## src/verilog/i2c_xfer_regs.svh

```systemverilog
// Constants for the I2C bit-level transfer engine
`ifndef I2C_XFER_REGS_SVH
`define I2C_XFER_REGS_SVH

// ----------------------------------------
// Timing
// ----------------------------------------
`define I2C_CLK_PERIOD_NS 5
`define I2C_HALF_NS 5000
`define I2C_HALF_CYC ((`I2C_HALF_NS + `I2C_CLK_PERIOD_NS - 1) / `I2C_CLK_PERIOD_NS)
`define I2C_CNT_W 11

// ----------------------------------------
// Byte framing
// ----------------------------------------
`define I2C_LAST_DATA_BIT 4'h7
`define I2C_ACK_BIT 4'h8
`define I2C_RELEASE_BYTE 8'hFF
`define I2C_BYTE_RESET 8'hFF

`endif

```

## src/verilog/i2c_xfer_pkg.sv

```systemverilog
// Types for the I2C bit-level transfer engine
package i2c_xfer_pkg;

	typedef enum logic [2:0] {
		ST_IDLE,
		ST_START_HOLD,
		ST_BYTE,
		ST_HOLD_WAIT,
		ST_STOP_LOW,
		ST_STOP_HIGH
	} xfer_state_t;

endpackage

```

## src/verilog/i2c_line_sync.sv

```systemverilog
// Bus line synchroniser with edge and condition detection
`timescale 1ns/1ps
module i2c_line_sync (
	// Clock and reset
	input wire logic ref_clk,
	input wire logic nrst,
	// Raw bus levels
	input wire logic scl_in,
	input wire logic sda_in,
	// Synchronised levels and events
	output logic scl_s,
	output logic sda_s,
	output logic scl_rise,
	output logic scl_fall,
	output logic start_det,
	output logic stop_det
);

	logic scl_meta;
	logic sda_meta;
	logic scl_d;
	logic sda_d;

	// ----------------------------------------
	// Two-stage synchronisers
	// ----------------------------------------
	always_ff @(posedge ref_clk) begin
		if (!nrst) begin
			scl_meta <= 1'b1;
			sda_meta <= 1'b1;
			scl_s <= 1'b1;
			sda_s <= 1'b1;
		end else begin
			scl_meta <= scl_in;
			sda_meta <= sda_in;
			scl_s <= scl_meta;
			sda_s <= sda_meta;
		end
	end

	// ----------------------------------------
	// Delayed copies for edges
	// ----------------------------------------
	always_ff @(posedge ref_clk) begin
		if (!nrst) begin
			scl_d <= 1'b1;
			sda_d <= 1'b1;
		end else begin
			scl_d <= scl_s;
			sda_d <= sda_s;
		end
	end

	assign scl_rise = scl_s && !scl_d;
	assign scl_fall = !scl_s && scl_d;
	assign start_det = scl_s && scl_d && sda_d && !sda_s;
	assign stop_det = scl_s && scl_d && !sda_d && sda_s;

endmodule

```

## src/verilog/i2c_xfer_timing.sv

```systemverilog
// I2C bit-level data transfer engine with 9-clock wait
`timescale 1ns/1ps
`include "i2c_xfer_regs.svh"

// Summary of operation
// - Master opens each transfer by sending the slave address on the bus.
// - Direction bit follows the address directly, then data transfer starts.
// - Shift data register shifts on each SCL falling edge that ends a data bit, presenting a new bit.
// - Transmit bits go from register via output latch onto SDA, MSB first.
// - SDA bits are sampled toward the shift data register on SCL rising edges.
// - Writing all-ones or setting wait release ends the receiving side wait.
// - Master wait while reading ends on all-ones write or wait release.
module i2c_xfer_timing
	import i2c_xfer_pkg::*;
(
	// Clock and reset
	input wire logic ref_clk,
	input wire logic nrst,
	// CPU side
	input wire logic master_en,
	input wire logic wait_sel9,
	input wire logic ack_en,
	input wire logic [6:0] own_addr,
	input wire logic [6:0] slave_addr,
	input wire logic transfer_direction_bit,
	input wire logic start_req,
	input wire logic stop_req,
	input wire logic wr_stb,
	input wire logic [7:0] wr_data,
	input wire logic wait_release_bit,
	// CPU status
	output logic [7:0] shift_data_reg,
	output logic byte_done,
	output logic in_wait,
	output logic ack_seen,
	output logic busy,
	output logic is_tx,
	output logic is_master,
	// Bus pins
	input wire logic scl_in,
	input wire logic sda_in,
	output logic scl_out,
	output logic scl_oe,
	output logic sda_out,
	output logic sda_oe
);

	xfer_state_t st;
	logic scl_s;
	logic sda_s;
	logic scl_rise;
	logic scl_fall;
	logic start_det;
	logic stop_det;
	logic [`I2C_CNT_W-1:0] cnt;
	logic [3:0] bit_cnt;
	logic fresh;
	logic rx_bit;
	logic addr_phase;
	logic dir_rd;
	logic go_start;
	logic release_wait;
	logic half_done;
	logic [7:0] next_shift;

	i2c_line_sync u_sync (
		.ref_clk(ref_clk),
		.nrst(nrst),
		.scl_in(scl_in),
		.sda_in(sda_in),
		.scl_s(scl_s),
		.sda_s(sda_s),
		.scl_rise(scl_rise),
		.scl_fall(scl_fall),
		.start_det(start_det),
		.stop_det(stop_det)
	);

	assign go_start = (st == ST_IDLE) && master_en && start_req && !busy;
	assign release_wait = (st == ST_HOLD_WAIT) && (wr_stb || wait_release_bit) &&
		!(is_master && stop_req);
	assign half_done = (cnt == `I2C_CNT_W'(`I2C_HALF_CYC - 1));
	assign next_shift = {shift_data_reg[6:0], rx_bit};

	// ----------------------------------------
	// Bus busy between start and stop
	// ----------------------------------------
	always_ff @(posedge ref_clk) begin
		if (!nrst) begin
			busy <= 1'b0;
		end else if (stop_det) begin
			busy <= 1'b0;
		end else if (start_det) begin
			busy <= 1'b1;
		end
	end

	// ----------------------------------------
	// Sequencer and SCL drive
	// ----------------------------------------
	always_ff @(posedge ref_clk) begin
		if (!nrst) begin
			st <= ST_IDLE;
			cnt <= '0;
			scl_oe <= 1'b0;
			is_master <= 1'b0;
		end else begin
			case (st)
				ST_IDLE: begin
					cnt <= '0;
					scl_oe <= 1'b0;
					if (go_start) begin
						is_master <= 1'b1;
						st <= ST_START_HOLD;
					end else if (start_det) begin
						is_master <= 1'b0;
						st <= ST_BYTE;
					end
				end
				ST_START_HOLD: begin
					cnt <= half_done ? '0 : cnt + 1'b1;
					if (half_done) begin
						scl_oe <= 1'b1;
						st <= ST_BYTE;
					end
				end
				ST_BYTE: begin
					if (!is_master && stop_det) begin
						st <= ST_IDLE;
					end else if (scl_fall && bit_cnt == `I2C_ACK_BIT && !fresh && wait_sel9) begin
						scl_oe <= 1'b1;
						cnt <= '0;
						st <= ST_HOLD_WAIT;
					end else if (!is_master && scl_fall && addr_phase && !fresh &&
						bit_cnt == `I2C_LAST_DATA_BIT && next_shift[7:1] != own_addr) begin
						st <= ST_IDLE;
					end else if (is_master) begin
						if (scl_oe) begin
							cnt <= half_done ? '0 : cnt + 1'b1;
							scl_oe <= !half_done;
						end else if (scl_s) begin
							cnt <= half_done ? '0 : cnt + 1'b1;
							scl_oe <= half_done;
						end
					end
				end
				ST_HOLD_WAIT: begin
					cnt <= '0;
					if (!is_master && stop_det) begin
						scl_oe <= 1'b0;
						st <= ST_IDLE;
					end else if (is_master && stop_req) begin
						st <= ST_STOP_LOW;
					end else if (release_wait) begin
						scl_oe <= is_master;
						st <= ST_BYTE;
					end
				end
				ST_STOP_LOW: begin
					cnt <= half_done ? '0 : cnt + 1'b1;
					if (half_done) begin
						scl_oe <= 1'b0;
						st <= ST_STOP_HIGH;
					end
				end
				ST_STOP_HIGH: begin
					if (scl_s) begin
						cnt <= half_done ? '0 : cnt + 1'b1;
						if (half_done) begin
							is_master <= 1'b0;
							st <= ST_IDLE;
						end
					end
				end
				default: begin
					st <= ST_IDLE;
				end
			endcase
		end
	end

	// ----------------------------------------
	// Rising edge sampling
	// ----------------------------------------
	always_ff @(posedge ref_clk) begin
		if (!nrst) begin
			rx_bit <= 1'b1;
			ack_seen <= 1'b0;
		end else if (st == ST_BYTE && scl_rise) begin
			rx_bit <= sda_s;
			if (bit_cnt == `I2C_ACK_BIT) begin
				ack_seen <= !sda_s;
			end
		end
	end

	// ----------------------------------------
	// Shift register, bit count, output latch
	// ----------------------------------------
	always_ff @(posedge ref_clk) begin
		if (!nrst) begin
			shift_data_reg <= `I2C_BYTE_RESET;
			bit_cnt <= '0;
			fresh <= 1'b0;
			addr_phase <= 1'b0;
			dir_rd <= 1'b0;
			is_tx <= 1'b0;
			sda_oe <= 1'b0;
			byte_done <= 1'b0;
		end else begin
			byte_done <= 1'b0;
			if (go_start) begin
				shift_data_reg <= {slave_addr, transfer_direction_bit};
				dir_rd <= transfer_direction_bit;
				is_tx <= 1'b1;
				addr_phase <= 1'b1;
				fresh <= 1'b1;
				bit_cnt <= '0;
				sda_oe <= 1'b1;
			end else if (st == ST_IDLE && start_det) begin
				is_tx <= 1'b0;
				addr_phase <= 1'b1;
				fresh <= 1'b1;
				bit_cnt <= '0;
				sda_oe <= 1'b0;
			end else if (st == ST_IDLE || (!is_master && stop_det)) begin
				sda_oe <= 1'b0;
			end else if (st == ST_HOLD_WAIT && is_master && stop_req) begin
				sda_oe <= 1'b1;
			end else if (st == ST_STOP_HIGH && scl_s && half_done) begin
				sda_oe <= 1'b0;
			end else if (release_wait) begin
				if (wr_stb) begin
					shift_data_reg <= wr_data;
				end
				bit_cnt <= '0;
				sda_oe <= is_tx && !(wr_stb ? wr_data[7] : shift_data_reg[7]);
			end else if (st == ST_BYTE && scl_fall) begin
				if (fresh) begin
					fresh <= 1'b0;
					sda_oe <= is_tx && !shift_data_reg[7];
				end else if (bit_cnt < `I2C_LAST_DATA_BIT) begin
					shift_data_reg <= next_shift;
					sda_oe <= is_tx && !shift_data_reg[6];
					bit_cnt <= bit_cnt + 1'b1;
				end else if (bit_cnt == `I2C_LAST_DATA_BIT) begin
					shift_data_reg <= next_shift;
					bit_cnt <= `I2C_ACK_BIT;
					if (addr_phase) begin
						sda_oe <= !is_master;
					end else begin
						sda_oe <= !is_tx && ack_en;
					end
					if (addr_phase && !is_master) begin
						dir_rd <= next_shift[0];
					end
				end else begin
					byte_done <= 1'b1;
					addr_phase <= 1'b0;
					bit_cnt <= '0;
					if (addr_phase) begin
						is_tx <= is_master ? !dir_rd : dir_rd;
					end
					if (wait_sel9) begin
						sda_oe <= 1'b0;
					end else begin
						sda_oe <= !shift_data_reg[7] &&
							(addr_phase ? (is_master ? !dir_rd : dir_rd) : is_tx);
					end
				end
			end
		end
	end

	// ----------------------------------------
	// Open-drain levels and wait flag
	// ----------------------------------------
	always_ff @(posedge ref_clk) begin
		if (!nrst) begin
			scl_out <= 1'b0;
			sda_out <= 1'b0;
			in_wait <= 1'b0;
		end else begin
			scl_out <= 1'b0;
			sda_out <= 1'b0;
			in_wait <= (st == ST_HOLD_WAIT);
		end
	end

	// ----------------------------------------
	// Checks
	// ----------------------------------------
	a_addr_load: assert property (@(posedge ref_clk) disable iff (!nrst)
		go_start |=> shift_data_reg[7:1] == $past(slave_addr) && st == ST_START_HOLD)
		else $error("address not loaded at start");

	a_dir_follows: assert property (@(posedge ref_clk) disable iff (!nrst)
		go_start |=> shift_data_reg[0] == $past(transfer_direction_bit) && is_tx)
		else $error("direction bit not after address");

	a_shift_fall: assert property (@(posedge ref_clk) disable iff (!nrst)
		(st == ST_BYTE && scl_fall && !fresh && bit_cnt < `I2C_ACK_BIT && !release_wait)
		|=> shift_data_reg == {$past(shift_data_reg[6:0]), $past(rx_bit)})
		else $error("shift missing on falling edge");

	a_msb_first: assert property (@(posedge ref_clk) disable iff (!nrst)
		(st == ST_BYTE && scl_fall && !fresh && is_tx && bit_cnt < `I2C_LAST_DATA_BIT)
		|=> sda_oe == !$past(shift_data_reg[6]))
		else $error("output latch not next bit");

	a_sample_rise: assert property (@(posedge ref_clk) disable iff (!nrst)
		(st == ST_BYTE && scl_rise) |=> rx_bit == $past(sda_s))
		else $error("sda not sampled on rising edge");

	a_slave_release: assert property (@(posedge ref_clk) disable iff (!nrst)
		(st == ST_HOLD_WAIT && !is_master && !stop_det && wr_stb &&
		wr_data == `I2C_RELEASE_BYTE) |=> st == ST_BYTE && !scl_oe && !sda_oe ##3 !in_wait)
		else $error("slave wait not released");

	a_master_release: assert property (@(posedge ref_clk) disable iff (!nrst)
		(st == ST_HOLD_WAIT && is_master && !is_tx && !stop_req && wait_release_bit)
		|=> st == ST_BYTE && !sda_oe && bit_cnt == 4'h0)
		else $error("master wait not released");

	a_wait_hold: assert property (@(posedge ref_clk) disable iff (!nrst)
		(st == ST_BYTE && scl_fall && !fresh && bit_cnt == `I2C_ACK_BIT && wait_sel9)
		|=> (st == ST_HOLD_WAIT && scl_oe) [*2])
		else $error("scl not held after ninth clock");

endmodule

```

## config.mk

```make
export PLATFORM = sky130hd
export DESIGN_NAME = i2c_xfer_timing
export DESIGN_NICKNAME = d
export VERILOG_FILES = /design/src/verilog/i2c_xfer_pkg.sv /design/src/verilog/i2c_line_sync.sv /design/src/verilog/i2c_xfer_timing.sv
export VERILOG_INCLUDE_DIRS = /design/src /design/src/verilog
export SDC_FILE = /design/constraint.sdc
export NUM_CORES = 1
export LEC_CHECK = 0
export BUFFER_PORTS_ARGS = -buffer_cell sky130_fd_sc_hd__buf_2
export CORE_MARGIN = 2
export CORE_UTILIZATION = 53
export CTS_BUF_LIST = sky130_fd_sc_hd__clkbuf_8
export DETAILED_ROUTE_END_ITERATION = 10
export PLACE_DENSITY = 0.9
export SYNTH_ARGS = -nofsm -noshare
export SYNTH_HDL_FRONTEND = slang
export SYNTH_SLANG_ARGS = --single-unit
```

## constraint.sdc

```tcl
create_clock -name ref_clk -period 1.9 [get_ports ref_clk]
set_input_delay 0.38 -clock ref_clk [delete_from_list [all_inputs] [get_ports ref_clk]]
set_output_delay 0.38 -clock ref_clk [all_outputs]
set_load 0.01 [all_outputs]
```

**Word-level counts from Yosys, hierarchy flattened**

Cells that the tools add are included.
W data, S select, Z words.

- Equality and inequality tests: 38
- $lt $le $gt $ge: 1
- Reductions and logical operators: 78
- Bitwise operators: 5
- Add/sub/neg operators: 2
- Multiplexer cells: 107

Operators with widths:

| cell | count |
|---|---|
| $mux W8 | 11 |
| $mux W11 | 7 |
| $mux W1 | 68 |
| $pmux W11 S4 | 1 |
| $mux W3 | 12 |
| $logic_and A1 B1 Y1 | 35 |
| $ne A3 B3 Y1 const B | 11 |
| $reduce_and A8 Y1 | 3 |
| $mux W4 | 5 |
| $ne A2 B2 Y1 const B | 10 |
| $pmux W3 S6 | 1 |
| $logic_not A1 Y1 | 14 |
| $add A11 B1 Y11 const B | 1 |
| $eq A11 B10 Y1 const B | 1 |
| $reduce_and A10 Y1 | 1 |
| $reduce_and A5 Y1 | 2 |
| $reduce_bool A2 Y1 | 5 |
| $reduce_or A10 Y1 | 1 |
| $ne A4 B4 Y1 const B | 2 |
| $reduce_and A4 Y1 | 2 |
| $reduce_bool A4 Y1 | 2 |
| $ne A7 B7 Y1 | 1 |
| $reduce_and A7 Y1 | 1 |
| $reduce_bool A7 Y1 | 1 |
| 20 further kinds | 33 |

- Word-level logic and storage cells: 253
- Input port bits: 34
- Output and inout bits: 18
- Register bits after elaboration: 44

**Longest topological paths before layout**

Gate-level depths: netlist (run 1).

- Depth in word-level cells: 15
- Gate-level depth with buffers: 9
- Depth with buffers taken out: 8

**Modules after synthesis**

From an unflattened synthesis (run 1), not the netlist that was laid out.

- Cells, all modules: 386
- Area total of the unflattened synthesis: 3004.1 um2

Modules (own cells, without submodules):

| module | cells each | area each (um2) | times used | sequential area each (um2) |
|---|---|---|---|---|
| i2c_xfer_timing | 370 | 2813.9 | 1 | 760.7 |
| i2c_line_sync | 16 | 190.2 | 1 | 120.1 |

**Worst setup path before layout (run 1)**

No wires, ideal clock.

- Kind: register -> register
- Start point: register cnt[2]
- End point: register shift_data_reg[0]
- Required time: 1828 ps
- Path buffers: 1
- Arrival time: 1990 ps
- Clock period less this slack: 2061 ps
- Slack: -161 ps
- Stages on the path, launching flop included: 8
- Library setup time: 72 ps
- Cells stage by stage: dfxtp_1 -> or3b_4 -> or3_1 -> buf_6 -> nor2_8 -> nor3_2 -> a21oi_4 -> mux2i_1

- Word-level cells in the longest chain between the ends: 4

RTL lines:

| item | line | RTL |
|---|---|---|
| start: declaration | i2c_xfer_timing.sv:55 | `` logic [`I2C_CNT_W-1:0] cnt; `` |
| start signal: assignment | i2c_xfer_timing.sv:121 | `cnt <= half_done ? '0 : cnt + 1'b1;` |
| start signal: assignment | i2c_xfer_timing.sv:139 | `cnt <= half_done ? '0 : cnt + 1'b1;` |
| start signal: assignment | i2c_xfer_timing.sv:142 | `cnt <= half_done ? '0 : cnt + 1'b1;` |
| $eq A11 B10 Y1 | i2c_xfer_timing.sv:82 | `` assign half_done = (cnt == `I2C_CNT_W'(`I2C_HALF_CYC - 1)); `` |
| $logic_and A1 B1 Y1 | i2c_xfer_timing.sv:230 | `end else if (st == ST_STOP_HIGH && scl_s && half_done) begin` |
| $ne A2 B2 Y1 (no source line) | -- |  |
| $reduce_and A8 Y1 (no source line) | -- |  |
| end signal: assignment | i2c_xfer_timing.sv:234 | `shift_data_reg <= wr_data;` |
| end signal: assignment | i2c_xfer_timing.sv:243 | `shift_data_reg <= next_shift;` |
| end signal: assignment | i2c_xfer_timing.sv:247 | `shift_data_reg <= next_shift;` |
| end: declaration | i2c_xfer_timing.sv:32 | `output logic [7:0] shift_data_reg,` |

No other way between the ends.
A chain may end at the register's enable or synchronous reset.

**Final worst setup path (run 1)**

- Start point: register cnt[4]
- End point: register scl_oe

- Word-level cells in the longest chain between the ends: 8
- Elaborated cells between the ends (all ways): 12
- Those cells by class: eq/ne: 3; mux: 7; reduce/logical: 2

RTL lines:

| item | line | RTL |
|---|---|---|
| $eq A11 B10 Y1 * | i2c_xfer_timing.sv:82 |  |
| $mux W1 / $logic_not A1 Y1 (equally long branches) | i2c_xfer_timing.sv:141, i2c_xfer_timing.sv:140 |  |
| $mux W1 | i2c_xfer_timing.sv:138 | `if (scl_oe) begin` |
| $mux W1 | i2c_xfer_timing.sv:137 | `end else if (is_master) begin` |
| $mux W1 | i2c_xfer_timing.sv:134 | `end else if (!is_master && scl_fall && addr_phase && !fresh &&` |
| $mux W1 | i2c_xfer_timing.sv:130 | `` end else if (scl_fall && bit_cnt == `I2C_ACK_BIT && !fresh && wait_sel9) begin `` |
| $mux W1 | i2c_xfer_timing.sv:128 | `if (!is_master && stop_det) begin` |
| $pmux W1 S5 | i2c_xfer_timing.sv:108 | `case (st)` |
| end signal: assignment | i2c_xfer_timing.sv:140 | `scl_oe <= !half_done;` |
| end signal: assignment | i2c_xfer_timing.sv:143 | `scl_oe <= half_done;` |
| end signal: assignment | i2c_xfer_timing.sv:155 | `scl_oe <= is_master;` |
| end: declaration | i2c_xfer_timing.sv:43 | `output logic scl_oe,` |

Mark *: on every way between the ends. The rest lies on a longest branch, timed or not. The select of a mux whose other input is x is not followed.

==> results of run 1 <==
## worst min-delay path by stage
stage	from	endpoint	slack, ns	cells past startpoint
floorplan	u_sync.scl_meta	u_sync.scl_s	0.39	1
global placement	u_sync.sda_meta	u_sync.sda_s	0.39	1
detailed placement	u_sync.scl_meta	u_sync.scl_s	0.39	1
CTS	sda_in	u_sync.sda_meta	0.25	2
global route	sda_in	u_sync.sda_meta	0.26	2
finish	sda_in	u_sync.sda_meta	0.25	2
## power groups by stage
stage	Clock (mW)	Sequential, mW	Combinational (mW)
global route	0.652	1.16	1.88
detailed placement	0	1.16	1.40
floorplan	0	1.16	0.903
finish	0.634	1.15	1.82
global placement	0	1.15	1.35
CTS	0.627	1.14	1.44
## metrics by stage
step	worst slack, ns	setup TNS (ns)
2_1_floorplan	-0.0671	-0.554
3_3_place_gp	-0.221	-2.24
3_5_place_dp	-0.360	-3.72
4_1_cts	-0.00557	-0.0106
5_1_grt	-0.188	-1.25
6_report	-0.156	-0.401
## cells in the final DEF, fill, tap and decap left out, drive strengths merged, types with 11 or more instances in the layout
cell type	netlist	routed
inv	12	12
buf	9	124
mux2i	15	15
nand3	18	18
a21oi	38	38
dfxtp	44	44
nand2b	11	11
nand2	49	49
o21ai	29	29
nor2	40	40
## kinds of logic after synthesis
logic type / Yosys count
AND/OR/NAND/NOR: 160
AO/OA/AOI/OAI: 137
flip-flops: 44
buffers and inverters: 38
multiplexers: 15
XOR/XNOR: 9
adder cells (fa/ha/maj): 3
other: 1
## cell type report
type / instances / area [um2] / area share (%)
timing repair buffer: 124 / 866 / 20.6
clock buffer: 5 / 68.8 / 1.64
inverter: 12 / 45.0 / 1.07
clock inverter: 3 / 23.8 / 0.566
tap: 72 / 90.1 / 2.15
sequential: 44 / 892 / 21.3
multi-input combinational: 326 / 2210 / 52.7
## layer usage
layer | wire length [um] | part of all wire, %
met1 | 4220 | 35
met2 | 5320 | 44
met3 | 1620 | 13
met4 | 901 | 7.5
met5 | 0 | 0
## what timing repair did
action	4_1_cts	5_1_grt
pin swaps	3	19
cloned	0	1
setup buffers	2	13
endpoints found under the setup margin	24	30
resized for setup	12	57
hold buffers	0	0
==> qor.csv, run 1 <==
metric;value;unit
synthXorXnorAreaFrac;2.58;%
drive_gt1_share;36.0;%
status;finished with violations;
reg2reg_from;cnt[4];
drt_pass1_iterations;8;
grt_use_met2;52.4;%
crit_family;simple AND/OR/NAND/NOR gates;
max_clock_freq;0.486;GHz
min_path_type;input port to flip-flop;
port_buffers;49;
drtIter0Drc;835;
drt_wl_total;12100;um
powerDensity;860;mW/mm2
routedWlPerCell;20.6;um
n_fill_cell;347;
syn_inst;407;
combinationalPowerShare;50.5;%
synth_top_family_by_area;compound AO/OA/AOI/OAI gates;
yosys.area.top_type;dfxtp_1;
cts.sinks;44;
timing.final.ws_setup;-0.156;ns
areaGrowthSynthToFinish;37.2;%
switching_power;1.51;mW
critPathKind;flip-flop to flip-flop;
r2r-end;scl_oe;
skew;0.0112;ns
synth_cell_types;64;
synth_fa_ha_area_share;1.23;%
cts.path.max_buffers;2;
post-route-drc-count;0;
ir_worst_vdd;0.502;mV
crit_path_end_kind;flip-flop;
avgSynthCellArea;7.52;um2
async_reset_ff_share;0;%
tightest_slew;0.675;ns
endpoint;scl_oe;
fin_cells;586;
rr_worst_depth;6;
grt_pass1_wl;16400;um
cts_tree;done;
grt_pass1_vias;3450;
swShare;41.8;%
grt_max_degree;21;
dp_hpwl;7230;um
synth_compound_area_share;30.1;%
ys_warn_count;0;
ant_nets;0;
nNetsFinal;550;
fin_area;0.00420;mm2
htreeDepth;2;
grt.met1_usage;40.5;%
leakagePower;1.71;nW
slew_viol_final;0;
final_util;75.8;%
die_w;80.0;um
r2r_setup_slack;-0.16;ns
yosysMostFrequentCell;nand2_1;
period_share;108;%
met3_usage;8.48;%
synth_common_cells;49 x nand2_1, 44 x dfxtp_1, 39 x nor2_1;
largest_reg_flops;11;
die_h;80.0;um
syn_area;0.00306;mm2
yosysSeqAreaShare;28.8;%
synth_area_leaders;dfxtp_1 29%, a21oi_1 6.1%, nand2_1 6.0%, mux2i_1 4.9%, nor2_1 4.8%;
cap_violations;0;
crit_cells;6;
cts-root-buf;clkbuf_8;
slowest_delay;0.40;ns
clk_pin_slew;0.10;ns
crit_buf_inv;1;
max_slew_margin;54.7;%
routed_via_density;6.97;
num_vias;4083;
setup.worst_path.start;cnt[4];
grt.overflow.total;0;
die_area;0.00640;mm2
initial_core_util;55.2;%
cp_max_fo;6;
dp_cells;562;
setup_viol;8;
critPathSlowestCell;or3b_4;
antenna_found_initial;0;
whs;0.253;ns
ys.flop_type;dfxtp_1;
num_antenna_cells;0;
synth_edf_count;0;
grt_usage;32.3;%
p_seq_share;31.9;%
synth_seq_cells;44;
clock_power_share;17.6;%
synthSimpleGateAreaFrac;26.5;%
row_count;27;
synth.area.mux_share;4.91;%
cts_made_buffers;5;
placed_cell_area;0.00374;mm2
p_int;2.10;mW
path_cells;or3b_4, or3_4, buf_4, a211oi_1, o21ai_0, a21oi_1;
place_congestion;1.01;
timing.final.crit_period;2.06;ns
startpoint_type;flip-flop;
io_pins;52;
core_region_area;0.00554;mm2
hold_viol;0;
rsz0062_at_grt;yes;
grt_busiest_layer;met2;
totalPowerFinal;3.61;mW
worstPathArrival;2.30;ns
required;2.15;ns
synth_top_area_share;28.8;%
violations;setup timing;
clkLatencyLatePin;0.31;ns
Power figures use the tool's default switching activity.
==> run 2, diff against run 1 <==
--- a/config.mk
+++ b/config.mk
@@ -7,11 +7,12 @@
 export NUM_CORES = 1
 export LEC_CHECK = 0
 export BUFFER_PORTS_ARGS = -buffer_cell sky130_fd_sc_hd__buf_2
+export CAP_MARGIN = 15
 export CORE_MARGIN = 2
-export CORE_UTILIZATION = 53
+export CORE_UTILIZATION = 25
 export CTS_BUF_LIST = sky130_fd_sc_hd__clkbuf_8
 export DETAILED_ROUTE_END_ITERATION = 10
-export PLACE_DENSITY = 0.9
+export PLACE_DENSITY = 0.54
 export SYNTH_ARGS = -nofsm -noshare
 export SYNTH_HDL_FRONTEND = slang
 export SYNTH_SLANG_ARGS = --single-unit
==> run 2 against run 1 <==
  * The flow now finishes without violations
  * Critical path type unchanged
  * Global-route usage fell by 17 points
  * Sequential power barely moved
  * Register-to-register slack improved by 0.16 ns
  * Fmax rose by 8.7%
  * Via count fell by 13%
  * Highest routed layer unchanged
==> qor.csv, run 2 (same netlist as run 1, synthesis figures left out) <==
metric;value;unit
cts.path.max_buffers;2;
largest_reg_flops;11;
place_congestion;0.928;
pre_cts_ws;-0.0511;ns
cts_tree;done;
path_cells;or3b_4, or3_4, buf_6, o31a_1, o22a_1, a21oi_1;
cap_violations;0;
grt_max_degree;19;
final_util;35.2;%
placed_cell_area;0.00392;mm2
hold_viol;0;
core_region_area;0.0120;mm2
rr_worst_depth;6;
ant_nets;0;
critPathKind;flip-flop to flip-flop;
drtIter0Drc;205;
row_count;40;
htreeDepth;2;
cp_max_fo;4;
combinationalPowerShare;45.7;%
switching_power;1.34;mW
clk_pin_slew;0.09;ns
nNetsFinal;552;
drt_pass1_iterations;4;
areaGrowthSynthToFinish;37.7;%
timing.final.ws_setup;0.00799;ns
fin_area;0.00421;mm2
final_common_cell;buf_4;
post-route-drc-count;0;
grt.met1_usage;20.7;%
crit_path_end_kind;flip-flop;
timing.final.crit_period;1.89;ns
drt_wl_total;10200;um
rsz0062_at_grt;yes;
die_h;115;um
cts_made_buffers;5;
required;2.13;ns
r2r_setup_slack;0.008;ns
clkLatencyLatePin;0.29;ns
drive_gt1_share;34.3;%
clock_power_share;21.6;%
final_cell_mix;74 x buf_4, 49 x nand2_1, 49 x buf_2;
worstHoldStart;scl_in;
status;completed;
io_pins;52;
p_seq_share;32.7;%
num_antenna_cells;0;
ir_worst_vdd;0.351;mV
hold_path_depth;2;
worstPathArrival;2.12;ns
period_share;99.6;%
num_vias;3544;
grt_pass1_wl;16000;um
fin_cells;663;
n_fill_cell;1235;
critPathSlowestCell;or3b_4;
r2r-end;scl_oe;
die_area;0.0131;mm2
initial_core_util;25.6;%
antenna_found_initial;0;
slew_viol_final;0;
routedWlPerCell;15.4;um
holdPathEnd;u_sync.scl_meta;
totalPowerFinal;3.59;mW
startpoint_type;flip-flop;
p_int;2.25;mW
grt_busiest_layer;met2;
swShare;37.3;%
dp_hpwl;7670;um
met3_usage;1.96;%
grt_use_met2;24.7;%
reg2reg_from;cnt[4];
grt_usage;15.1;%
die_w;115;um
cts.sinks;44;
max_clock_freq;0.529;GHz
routed_via_density;5.35;
min_path_type;input port to flip-flop;
skew;0.00598;ns
grt.overflow.total;0;
powerDensity;853;mW/mm2
slowest_delay;0.39;ns
cts-root-buf;clkbuf_8;
setup_viol;0;
multiInputGateArea;0.00212;mm2
leakagePower;1.72;nW
regArea;895;um2
dp_cells;648;
port_buffers;49;
grt_pass1_vias;3304;
==> run 2: cell types whose count changed in the layout (fill, tap and decap cells not counted), sizes merged <==
cell,delta
clkinvlp,-2
clkbuf,+1
bufinv,+1
buf,+2
==> run 2: worst max-delay path by stage <==
stage / slack, ns / start / endpoint / depth (start not counted)
after global placement: -0.02 / cnt[4] / scl_oe / 6
final: 0.008 / cnt[4] / scl_oe / 6
after CTS: -0.001 / cnt[4] / scl_oe / 6
after floorplan: -0.07 / cnt[2] / shift_data_reg[0] / 7
after global routing: -0.06 / cnt[1] / cnt[3] / 9
after detailed placement: -0.05 / cnt[4] / st[1] / 6
==> run 2: what timing repair did <==
action | CTS | global route
endpoints found under the setup margin | 13 | 26
buffers inserted | 0 | 7
resized for setup | 4 | 33
pin swaps | 0 | 11
endpoints found under the hold margin | 0 | 0
hold buffers | 0 | 0
==> run 2: critical path: cells and delay by family, from the launching register on <==
kind	cells	cell delay, ns
flops	1	0.33
simple gates	2	0.77
buf+inv	1	0.15
compound gates	3	0.58
==> run 2: per-stage QoR <==
| step | TNS, ns | hold WS (ns) |
|---|---|---|
| 6_report | 0 | 0.263 |
| 5_1_grt | -0.331 | 0.262 |
| 4_1_cts | -0.00145 | 0.257 |
| 3_5_place_dp | -0.361 | 0.397 |
| 3_3_place_gp | -0.0205 | 0.392 |
| 2_1_floorplan | -0.554 | 0.386 |
==> run 2: final cells by class <==
type,count,area share (%)
inverter,12,1.07
clock inverter,2,0.921
multi-input combinational,326,50.4
clock buffer,6,1.96
tap,147,4.37
sequential,44,21.2
timing repair buffer,126,20.0
==> run 2: power groups by stage <==
stage / Clock, mW / Combinational, mW / Sequential (mW)
floorplan: 0 / 0.903 / 1.16
global placement: 0 / 1.46 / 1.19
detailed placement: 0 / 1.46 / 1.19
CTS: 0.808 / 1.48 / 1.17
global route: 0.841 / 1.78 / 1.19
finish: 0.777 / 1.64 / 1.18
==> run 2: metal layers <==
metal	share of wire (%)	up-vias
li1	-	1711
met1	47	1687
met2	47	124
met3	4.5	22
met4	2.1	0
met5	0	-
